[config.mk]
export PLATFORM = sky130hd
export DESIGN_NAME = vlbr_top
export DESIGN_NICKNAME = d
export VERILOG_FILES = /design/src/hdl/vlbr_pkg.sv /design/src/hdl/vlbr_top.sv
export VERILOG_INCLUDE_DIRS = /design/src /design/src/hdl
export SDC_FILE = /design/constraint.sdc
export NUM_CORES = 1
export LEC_CHECK = 0
export ABC_AREA = 1
export BUFFER_PORTS_ARGS = -buffer_cell sky130_fd_sc_hd__buf_2
export CAP_MARGIN = 20
export CORE_MARGIN = 1.5
export CORE_UTILIZATION = 60
export DETAILED_ROUTE_END_ITERATION = 8
export PLACE_DENSITY = 0.82
export SLEW_MARGIN = 20
export SYNTH_ARGS = -nofsm -noshare
export SYNTH_HDL_FRONTEND = slang
export SYNTH_HIERARCHICAL = 1
export SYNTH_SLANG_ARGS = --single-unit
[constraint.sdc]
create_clock -name clk -period 2.2 [get_ports clk]
set_clock_uncertainty 0.05 [all_clocks]
set_input_delay 0 -clock clk [delete_from_list [all_inputs] [get_ports clk]]
set_output_delay 0 -clock clk [all_outputs]
set_load 0.03 [all_outputs]
[src/hdl/vlbr_cfg.svh]
// Constants for the line bit recovery block: counts, widths and reset values
`ifndef VLBR_CFG_SVH
`define VLBR_CFG_SVH

// ---------------------------------------------------------------
// Reference and bit rates (kHz, figures as printed)
// ---------------------------------------------------------------
`define VLBR_REF_KHZ_525   14318.18
`define VLBR_REF_KHZ_625   14500.0
`define VLBR_BIT_KHZ_525   1789.77
`define VLBR_BIT_KHZ_625   1812.5
`define VLBR_REF_PER_BIT   8
// Reference cycles per bit, derived from the two rates
`define VLBR_DIV_CYCLES    ($rtoi(`VLBR_REF_KHZ_525 / `VLBR_BIT_KHZ_525 + 0.5))

// ---------------------------------------------------------------
// Bit cell phase counter
// ---------------------------------------------------------------
`define VLBR_PH_W          3
`define VLBR_PH_ZERO       3'h0
`define VLBR_PH_LAST       3'h7
`define VLBR_PH_MID        3'h4

// ---------------------------------------------------------------
// Word and check
// ---------------------------------------------------------------
`define VLBR_BITS          7'h5a
`define VLBR_BCNT_ZERO     7'h00
`define VLBR_WORD_W        90
`define VLBR_PAD_W         96
`define VLBR_PAD_FILL      6'h00
`define VLBR_CRC_ZERO      8'h00
`define VLBR_BYTE_LAST     4'hb
`define VLBR_BYTE_ZERO     4'h0

// ---------------------------------------------------------------
// Line counting and buffering
// ---------------------------------------------------------------
`define VLBR_LINE_ZERO     5'h00
`define VLBR_LINE_MAX      5'h1f
`define VLBR_FIFO_DEPTH    8

`endif

[src/hdl/vlbr_pkg.sv]
// Types shared by the line bit recovery block
package vlbr_pkg;

  // Recovery sequence states
  typedef enum logic [1:0] {
    VLBR_IDLE,
    VLBR_HUNT,
    VLBR_RECV,
    VLBR_DONE
  } vlbr_state_t;

  // One byte of the captured code word on its way out
  typedef struct packed {
    logic [7:0] data;
    logic       last;
  } vlbr_byte_t;

endpackage : vlbr_pkg

[src/hdl/vlbr_top.sv]
// Line bit recovery: field arming, line gating, bit clock, check and unload
//
// Contract
// - Start stage armed only on enabled lines
// - First data bit sets start stage
// - Timing runs from eight-times reference clock
// - Divider makes pulses at the bit rate
// - Rising data edges realign the divider phase
// - Sample point sits mid bit cell
// - Inverted data shifts into check register
// - Complete only at 90 bits with valid check
// - Completion stops bit clock, raises ready
`timescale 1ns/100ps
`include "vlbr_cfg.svh"

// ---------------------------------------------------------------
// Output buffer
// ---------------------------------------------------------------
module vlbr_fifo #(
  parameter int WIDTH = 9,
  parameter int DEPTH = 8
) (
  input  wire logic             clk,
  input  wire logic             srst,
  input  wire logic [WIDTH-1:0] inData,
  input  wire logic             inValid,
  output      logic             inReady,
  output      logic [WIDTH-1:0] outData,
  output      logic             outValid,
  input  wire logic             outReady
);
  localparam int AW = $clog2(DEPTH);

  logic [WIDTH-1:0] mem [DEPTH];  // Storage words
  logic [AW:0]      wrPtr_reg;    // Write pointer with wrap bit
  logic [AW:0]      rdPtr_reg;    // Read pointer with wrap bit
  logic             full;         // No room left
  logic             empty;        // Nothing stored
  logic             push;         // Word accepted
  logic             pop;          // Word taken

  // Pointer wrap bits tell full from empty without a spare slot
  assign empty    = (wrPtr_reg == rdPtr_reg);
  assign full     = (wrPtr_reg[AW] != rdPtr_reg[AW]) &&
                    (wrPtr_reg[AW-1:0] == rdPtr_reg[AW-1:0]);
  assign inReady  = !full;
  assign outValid = !empty;
  assign push     = inValid && !full;
  assign pop      = outReady && !empty;
  assign outData  = mem[rdPtr_reg[AW-1:0]];

  // Storage write; memory needs no reset since pointers guard it
  always_ff @(posedge clk) begin
    if (push) begin
      mem[wrPtr_reg[AW-1:0]] <= inData;
    end
  end

  // Pointer update
  always_ff @(posedge clk) begin
    if (srst) begin
      wrPtr_reg <= '0;
      rdPtr_reg <= '0;
    end else begin
      if (push) begin
        wrPtr_reg <= wrPtr_reg + 1'b1;
      end
      if (pop) begin
        rdPtr_reg <= rdPtr_reg + 1'b1;
      end
    end
  end
endmodule : vlbr_fifo

// ---------------------------------------------------------------
// Recovery top
// ---------------------------------------------------------------
module vlbr_top (
  input  wire logic               clk,
  input  wire logic               srst,
  input  wire logic               fieldArm,
  input  wire logic [31:0]        lineEnableMask,
  input  wire logic               lineSyncPin,
  input  wire logic               vitcDataPin,
  output      logic               codeWordReady,
  output      vlbr_pkg::vlbr_byte_t outByte,
  output      logic               outValid,
  input  wire logic               outReady
);
  import vlbr_pkg::*;

  // ---------------------------------------------------------------
  // Declarations
  // ---------------------------------------------------------------
  logic [2:0]            dataSync_reg;   // Data pin synchroniser plus edge stage
  logic [2:0]            lineSync_reg;   // Line sync synchroniser plus edge stage
  logic                  dataRise;       // Rising data transition
  logic                  lineRise;       // Start of a new line
  logic                  dataBit;        // Synchronised data level
  vlbr_state_t           state_reg;      // Sequence state
  vlbr_state_t           state_next;     // Next sequence state
  logic [4:0]            lineCnt_reg;    // Lines seen since arming
  logic                  lineOn;         // Current line is enabled
  logic [`VLBR_PH_W-1:0] phase_reg;      // Position inside bit cell
  logic                  bitStrobe;      // Recovered bit clock
  logic [6:0]            bitCnt_reg;     // Bits taken on this line
  logic [7:0]            crc_reg;        // Check register
  logic [7:0]            crc_next;       // Check after this bit
  logic                  lastBit;        // This strobe takes bit 90
  logic                  wordGood;       // 90 bits and check clean
  logic [`VLBR_WORD_W-1:0] word_reg;     // Captured code word
  logic [`VLBR_PAD_W-1:0]  wordPad;      // Word padded to whole bytes
  logic [3:0]            byteIdx_reg;    // Next byte to unload
  logic                  unloading_reg;  // Unload in progress
  logic                  fifoInReady;    // Buffer has room
  logic [8:0]            fifoOut;        // Buffer head word
  vlbr_byte_t            pushByte;       // Byte offered to buffer
  logic                  pushValid;      // Byte offer valid

  // ---------------------------------------------------------------
  // Pin synchronisers
  // ---------------------------------------------------------------
  // Two flops guard against metastability; the third only feeds
  // edge detection so the first flop is read by nothing else
  always_ff @(posedge clk) begin
    if (srst) begin
      dataSync_reg <= 3'h0;
      lineSync_reg <= 3'h0;
    end else begin
      dataSync_reg <= {dataSync_reg[1:0], vitcDataPin};
      lineSync_reg <= {lineSync_reg[1:0], lineSyncPin};
    end
  end

  // Level and edges come only from the settled second and third flops
  assign dataBit  = dataSync_reg[1];
  assign dataRise = dataSync_reg[1] && !dataSync_reg[2];
  assign lineRise = lineSync_reg[1] && !lineSync_reg[2];

  // ---------------------------------------------------------------
  // Line gating
  // ---------------------------------------------------------------
  // Line count restarts when the controller arms for a field; the
  // controller picks which lines are legal for its standard
  always_ff @(posedge clk) begin
    if (srst || fieldArm) begin
      lineCnt_reg <= `VLBR_LINE_ZERO;
    end else if (lineRise && lineCnt_reg != `VLBR_LINE_MAX) begin
      lineCnt_reg <= lineCnt_reg + 1'b1;
    end
  end

  // Count saturates so a long field cannot wrap back onto an early line
  assign lineOn = lineEnableMask[lineCnt_reg];

  // ---------------------------------------------------------------
  // Bit clock recovery
  // ---------------------------------------------------------------
  // clk stands in for the eight-times reference the phase
  // wraps every VLBR_DIV_CYCLES cycles to make the bit rate
  always_ff @(posedge clk) begin
    if (srst) begin
      phase_reg <= `VLBR_PH_ZERO;
    end else if (dataRise) begin
      phase_reg <= `VLBR_PH_ZERO + 1'b1;
    end else if (phase_reg == `VLBR_PH_LAST) begin
      phase_reg <= `VLBR_PH_ZERO;
    end else begin
      phase_reg <= phase_reg + 1'b1;
    end
  end

  // Strobe mid cell, only while receiving; completion stops it
  assign bitStrobe = (state_reg == VLBR_RECV) &&
                     (phase_reg == `VLBR_PH_MID) && !dataRise;

  // ---------------------------------------------------------------
  // Check and completion detect
  // ---------------------------------------------------------------
  // Data enters inverted, divisor x^8 + 1
  assign crc_next = {crc_reg[6:0], crc_reg[7] ^ !dataBit};
  assign lastBit  = bitStrobe && (bitCnt_reg == `VLBR_BITS - 7'h01);
  // A zero remainder after the last bit marks a clean word
  assign wordGood = lastBit && (crc_next == `VLBR_CRC_ZERO);

  // Check register and bit counter sit in reset outside the start stage
  always_ff @(posedge clk) begin
    if (srst || state_reg != VLBR_RECV) begin
      crc_reg    <= `VLBR_CRC_ZERO;
      bitCnt_reg <= `VLBR_BCNT_ZERO;
    end else if (bitStrobe) begin
      crc_reg    <= crc_next;
      bitCnt_reg <= bitCnt_reg + 1'b1;
    end
  end

  // Word shift; frozen once complete so the controller sees it intact
  always_ff @(posedge clk) begin
    if (srst) begin
      word_reg <= '0;
    end else if (bitStrobe) begin
      word_reg <= {dataBit, word_reg[`VLBR_WORD_W-1:1]};
    end
  end

  // ---------------------------------------------------------------
  // Sequence
  // ---------------------------------------------------------------
  // Arming wins over every other event but reset: apart from srst it is the only way out of DONE
  always_comb begin
    state_next = state_reg;
    case (state_reg)
      VLBR_IDLE: begin
        state_next = VLBR_IDLE;
      end
      VLBR_HUNT: begin
        if (lineOn && dataRise) begin
          state_next = VLBR_RECV;
        end
      end
      VLBR_RECV: begin
        if (wordGood) begin
          state_next = VLBR_DONE;
        end else if (lastBit || lineRise) begin
          state_next = VLBR_HUNT;
        end
      end
      VLBR_DONE: begin
        state_next = VLBR_DONE;
      end
      default: begin
        state_next = VLBR_IDLE;
      end
    endcase
    if (fieldArm) begin
      state_next = VLBR_HUNT;
    end
  end

  // State register
  always_ff @(posedge clk) begin
    if (srst) begin
      state_reg <= VLBR_IDLE;
    end else begin
      state_reg <= state_next;
    end
  end

  // Ready follows the completion stage directly
  assign codeWordReady = (state_reg == VLBR_DONE);

  // ---------------------------------------------------------------
  // Word unload into the buffer
  // ---------------------------------------------------------------
  // Bytes go out first-received bit in bit 0; the last byte carries
  // two bits with zero fill above them
  assign wordPad        = {`VLBR_PAD_FILL, word_reg};
  assign pushByte.data  = wordPad[{byteIdx_reg, 3'h0} +: 8];
  assign pushByte.last  = (byteIdx_reg == `VLBR_BYTE_LAST);
  assign pushValid      = unloading_reg;

  // Unloader stalls on a full buffer so no byte is dropped
  always_ff @(posedge clk) begin
    if (srst || fieldArm) begin
      unloading_reg <= 1'b0;
      byteIdx_reg   <= `VLBR_BYTE_ZERO;
    end else if (state_reg == VLBR_RECV && wordGood) begin
      unloading_reg <= 1'b1;
      byteIdx_reg   <= `VLBR_BYTE_ZERO;
    end else if (unloading_reg && fifoInReady) begin
      if (pushByte.last) begin
        unloading_reg <= 1'b0;
      end else begin
        byteIdx_reg <= byteIdx_reg + 1'b1;
      end
    end
  end

  // Buffer between unloader and controller
  vlbr_fifo #(
    .WIDTH ($bits(vlbr_byte_t)),
    .DEPTH (`VLBR_FIFO_DEPTH)
  ) uFifo (
    .clk      (clk),
    .srst     (srst || fieldArm),
    .inData   (pushByte),
    .inValid  (pushValid),
    .inReady  (fifoInReady),
    .outData  (fifoOut),
    .outValid (outValid),
    .outReady (outReady)
  );

  assign outByte = vlbr_byte_t'(fifoOut);

endmodule : vlbr_top

# [Yosys cells after proc, flatten, opt, wreduce, memory -nomap -nowiden]
# Memory sizes are Yosys's and may differ from the RTL's. A register that Yosys moved wholly into a read port is not among the register bits.
# Index checks and enable logic that the tools add are counted.
[totals] register_bits=134 mem_bits_rw=72 input_bits=38 word_cells=89 mem_count=1
[classes] addsub=6 order_cmp=1 n_eq_ne=16 n_shift=1 muxes=16 bitwise=2 reduce_logical=32
[memory_table] memory="uFifo.mem" words=8 word_bits=9 read_ports=1 rd_ports_with_merged_regs=1 write_ports=1 line_no="vlbr_top.sv:34" text="logic [WIDTH-1:0] mem [DEPTH];"
[ops] operator="$shiftx 96x8->8" n=1
[ops] operator="$add 4x1->4 const B" n=3
[ops] operator="$logic_and 1x1->1" n=12
[ops] operator="$mux 1" n=9
[ops] operator="$logic_not 8->1" n=1
[ops] operator="$pmux 2 s4" n=1
[ops] operator="$reduce_and 2->1" n=4
[ops] operator="$add 7x1->7 const B" n=1
[ops] operator="$eq 7x7->1 const B" n=1
[ops] operator="$eq 3x3->1 const B" n=2
[ops] operator="$logic_not 1->1" n=6
[ops] operator="$lt 5x6->1 const B" n=1
[ops] operator="$mux 2" n=3
[ops] operator="$mux 3" n=2
[ops] operator="$add 5x1->5 const B" n=1
[ops] operator="$bmux 1 s5" n=1
[ops] operator="$ne 5x5->1 const B" n=1
[ops] operator="$eq 2x2->1 const B" n=2
[ops] operator="$eq 4x4->1" n=1
[ops] operator="$eq 4x4->1 const B" n=1
[ops] operator="$ne 2x2->1 const B" n=2
[ops] operator="$ne 4x3->1 const B" n=1
[ops] operator="$reduce_bool 2->1" n=2
[ops] operator="$reduce_or 2->1" n=2
[ops] operator="11 further kinds" n=13

# [Depth between registers and ports, before layout]
[logic_depth] depth_word=10 depth_mapped=14 ltp_nobuf=13

# [Modules after synthesis]
# The synthesis kept the hierarchy.
[by_module_without_submodules] module="vlbr_top" n_inst=1 cells_each=793 area_per_inst_um2=5666.7 seq_area_each_um2=2522.4
[by_module_without_submodules] module="vlbr_fifo" n_inst=1 cells_each=276 area_per_inst_um2=3434.5 seq_area_each_um2=2382.3

# [Worst setup path before layout]
# OpenSTA, ideal clock, no wires.
[synth_timing] path_kind="register to register" startpoint="register uFifo.wrPtr_reg[0]" endpoint="memory uFifo.mem[1][0] (enable)" setup_time_ns=0.374 t_arrival_ns=1.307 slack_ns=0.468 path_stages_with_launch=7 path_buffers=0 period_less_slack_ns=1.732 path_cell_list="dfxtp_1 inv_1 nand2_1 nand2_1 nand4_4 nand3_2 nor2_1"
[synth_via] elab_chain_cells=6
[synth_rtl] item="start, declared" line_no="vlbr_top.sv:35" text="logic [AW:0] wrPtr_reg;"
[synth_rtl] item="start signal, assigned" line_no="vlbr_top.sv:66" text="wrPtr_reg <= wrPtr_reg + 1'b1;"
[synth_rtl] item="$eq 3x3->1" line_no="vlbr_top.sv:45" text="(wrPtr_reg[AW-1:0] == rdPtr_reg[AW-1:0]);"
[synth_rtl] item="$logic_and 1x1->1" line_no="vlbr_top.sv:44" text="assign full = (wrPtr_reg[AW] != rdPtr_reg[AW]) &&"
[synth_rtl] item="$logic_not 1->1"
[synth_rtl] item="net fifoInReady" line_no="vlbr_top.sv:115" text="logic fifoInReady;"
[synth_rtl] item="$logic_and 1x1->1" line_no="vlbr_top.sv:48" text="assign push = inValid && !full;"
[synth_rtl] item="$mux 1" line_no="vlbr_top.sv:54" text="if (push) begin"
[synth_rtl] item="$mux 1 (not written as such)" line_no="vlbr_top.sv:55" text="mem[wrPtr_reg[AW-1:0]] <= inData;"
[synth_rtl] item="end, declared" line_no="vlbr_top.sv:34"
# The timed path passes the listed nets, and every way through them passes these cells.

# [Worst setup path after layout]
[layout_timing] startpoint="register phase_reg[0]" endpoint="register state_reg[0]"
[layout_via] elab_chain_cells=8
[layout_rtl] item="start, declared" line_no="vlbr_top.sv:104" text="logic [`VLBR_PH_W-1:0] phase_reg;"
[layout_rtl] item="start signal, assigned" line_no="vlbr_top.sv:163" text="phase_reg <= `VLBR_PH_ZERO;"
[layout_rtl] item="start signal, assigned" line_no="vlbr_top.sv:165" text="phase_reg <= `VLBR_PH_ZERO + 1'b1;"
[layout_rtl] item="start signal, assigned" line_no="vlbr_top.sv:167" text="phase_reg <= `VLBR_PH_ZERO;"
[layout_rtl] item="$eq 3x3->1 (no source line) (*)"
[layout_rtl] item="$logic_and 1x1->1 (*) (2 in a row)" line_no="vlbr_top.sv:174" text="assign bitStrobe = (state_reg == VLBR_RECV) &&"
[layout_rtl] item="$logic_and 1x1->1 (*)" line_no="vlbr_top.sv:182" text="assign lastBit = bitStrobe && (bitCnt_reg == `VLBR_BITS - 7'h01);"
[layout_rtl] item="$logic_and 1x1->1" line_no="vlbr_top.sv:184" text="assign wordGood = lastBit && (crc_next == `VLBR_CRC_ZERO);"
[layout_rtl] item="$mux 2" line_no="vlbr_top.sv:222" text="if (wordGood) begin"
[layout_rtl] item="$pmux 2 s4" line_no="vlbr_top.sv:212" text="case (state_reg)"
[layout_rtl] item="$mux 1" line_no="vlbr_top.sv:235" text="if (fieldArm) begin"
[layout_rtl] item="end signal, assigned" line_no="vlbr_top.sv:245" text="state_reg <= state_next;"
[layout_rtl] item="end, declared" line_no="vlbr_top.sv:100" text="vlbr_state_t state_reg;"
# Every way passes the cells marked *; elsewhere a longest branch is shown, timed or not.
# A chain may end at the register's enable or synchronous reset.

==> flow_metrics.tcl <==
set metrics [dict create \
    antenna_found_initial 0 \
    regToRegStartpoint "phase_reg[0]" \
    grt_max_degree 69 \
    avgSynthCellArea_um2 8.51 \
    status "finished clean" \
    async_flop_share 0 \
    critPathLaunchType "flop" \
    grt_busiest_layer "met2" \
    routed_wl_um 20300 \
    drt-vias-per-instance 5.69 \
    hold_path.class "primary input to flop" \
    cts_root_buf "clkbuf_16" \
    grt_pass1_vias 6889 \
    drive_gt1_frac 0.123 \
    reg2reg_to "state_reg[0]" \
    layout_common_cells "274 x nor2_1, 154 x o21ai_0, 136 x dfxtp_1" \
    slowest_stage "dlygate4sd3_1" \
    drv_slew 0 \
    postLayoutCoreUtil 0.700 \
    ys.flop_type "dfxtp_1" \
    p_leak_nw 3.76 \
    cts_tree "built" \
    met3_usage 0.0416 \
    cp_slowest_stage_delay_ps 550 \
    synth-edff-count 72 \
    synth.distinct_cells 50 \
    dp_slack_ps 91.1 \
    cts_setup_buffers 0 \
    clock_path_buffers 3 \
    final_nets 1163 \
    layout.cells.non_filler 1314 \
    fp.coreArea_um2 14700 \
    cp_max_fo 17 \
    clkSinkCount 209 \
    fin_crit_sh 0.962 \
    synthCells 1069 \
    end_kind "flop" \
    worstPathRequired_ps 2580 \
    drv_cap 0 \
    syn-num-nets 1117 \
    rows 44 \
    rsz0062_at_grt "true" \
    holdPathEnd "state_reg[1]" \
    grt_overflow_total 0 \
    max_freq_ghz 0.473 \
    via_count 7477 \
    die_w_um 126 \
    dr.pass1.iters 8 \
    worst_slack_ps 84.2 \
    slew_headroom 0.569 \
    ys_ff_latch 209 \
    tightestPinTransition_ps 644 \
    grt_use_met1 0.342 \
    start_util 0.619 \
    grt_use_met2 0.431 \
    die_y_um 126 \
    yosysSeqAreaShare 0.539 \
    whs_ps 244 \
    crit_type "flop to flop" \
    final_common_cell "nor2_1" \
    grt_pass1_wl_um 33400 \
    port_buffers 48 \
    crit_arrival_ps 2490 \
    insertion_delay_ps 500 \
    dp_hpwl_um 13200 \
    final_hold_viol_count 0 \
    reg2reg_slack_ps 80 \
    min_period_ps 2120 \
    cts_buffers 21 \
    grt_use_total 0.257 \
    wl_per_cell_um 15.4 \
    largest_reg_flops 90 \
    n_antenna_cell 0 \
    synth_area_um2 9100 \
    syn2layout_area_growth_pct 13.0 \
    ir_drop_v 0.000576 \
    design.portCount 49 \
    yosysWarnings 6 \
    place_inst 1268 \
    power_density_nw_per_um2 742 \
    reg2reg_depth 9 \
    clk_pin_slew_worst_paths_ps 60 \
    drc 0 \
    h-tree-depth 1 \
    drt-initial-drc-count 863 \
    hp-start "lineEnableMask[6]" \
    gp_congestion 0.932 \
    die-area_um2 15900 \
    ant_nets 0 \
    setup_violations 0 \
    path_cells "inv_1 -> ha_1 -> inv_1 -> nor2_4 -> nand3_4 -> o21ai_2 -> a21oi_1 -> a21oi_1 -> dlygate4sd3_1" \
    hold_path_depth 11 \
]
==> per-layer routing <==
layer  wire (um)  vias to the layer above
li1            -                     3685
met1        8660                     3466
met2        9800                      272
met3        1310                       54
met4         502                        0
met5           0                        -
==> per-stage QoR <==
stage | total power, mW | cell area [um2] | TNS (ps)
after floorplan | 4.20 | 9100 | 0
after global placement | 4.26 | 9530 | 0
after detailed placement | 4.27 | 9530 | 0
after CTS | 7.67 | 10300 | 0
after global routing | 7.86 | 10300 | -31.5
final | 7.63 | 10300 | 0
==> timing repair <==
| action | 4_1_cts | 5_1_grt |
|---|---|---|
| hold buffers | 8 | 0 |
| hold endpoints to repair | 26 | 0 |
| resized for setup | 0 | 6 |
| setup endpoints to repair | 0 | 15 |
==> worst max-delay path, delay by kind of cell, from the launching register on <==
kind | cells | cell delay [ps]
AOI/OAI and AO/OA | 3 | 490
DFF | 1 | 330
and+or+nand+nor | 2 | 330
adders and majority gates | 1 | 160
buffers and inverters | 3 | 700
==> cells by family after synthesis <==
| group | count (synthesis) | share of synthesized area |
|---|---|---|
| buf+inv | 116 | 0.0554 |
| xor+xnor | 7 | 0.00756 |
| simple gates | 473 | 0.219 |
| flops | 209 | 0.539 |
| compound gates | 236 | 0.146 |
| mux | 18 | 0.0198 |
| fa+ha+maj | 10 | 0.0137 |
==> synth_stat cells, types with 4 or more instances <==
| library cell | instances | area (um2) |
|---|---|---|
| nor2_1 | 274 | 1030 |
| o21ai_0 | 154 | 771 |
| dfxtp_1 | 137 | 2740 |
| nand2_1 | 134 | 503 |
| edfxtp_1 | 72 | 2160 |
| inv_1 | 48 | 180 |
| a21oi_1 | 29 | 145 |
| buf_2 | 29 | 145 |
| nand3_1 | 29 | 145 |
| clkbuf_1 | 21 | 78.8 |
| mux2i_1 | 18 | 180 |
| o22ai_1 | 18 | 113 |
| ha_1 | 10 | 125 |
| a22oi_1 | 9 | 67.6 |
| a32o_1 | 8 | 80.1 |
| o211ai_1 | 7 | 52.6 |
| buf_4 | 6 | 45.0 |
| o2111ai_1 | 6 | 52.6 |
| inv_2 | 5 | 18.8 |
| nand4_1 | 5 | 31.3 |
| nor2_2 | 5 | 31.3 |
| nor3_1 | 5 | 25.0 |
| xor2_1 | 5 | 43.8 |
| clkinv_1 | 4 | 15.0 |
==> how the worst max path moves through the flow <==
stage	start	end	slack, ps	depth (start not counted)
finish	phase_reg[0]	state_reg[0]	80	9
global route	phase_reg[0]	state_reg[0]	-30	9
floorplan	uFifo/wrPtr_reg[0]	uFifo/mem[1][0]	470	6
global placement	byteIdx_reg[1]	uFifo/mem[4][6]	240	5
CTS	byteIdx_reg[1]	uFifo/mem[6][6]	80	5
detailed placement	byteIdx_reg[1]	uFifo/mem[1][6]	90	5
==> area by class of cell <==
class	instances	area (um2)
clock inverters	14	123
inverters	58	224
multi-input cells	744	3690
clock buffers	24	537
repair buffers	81	571
well taps	184	230
fillers	1129	4420
flip-flops and latches	209	4910
==> where the power goes <==
part	internal [mW]	total [mW]	leakage, nW	switching (mW)
clock network	1.99	3.43	0.324	1.43
registers	3.98	3.99	1.72	0.0116
logic	0.0880	0.208	1.72	0.120
total	6.06	7.63	3.76	1.57
No activity file was read; power rests on OpenSTA's default activity.
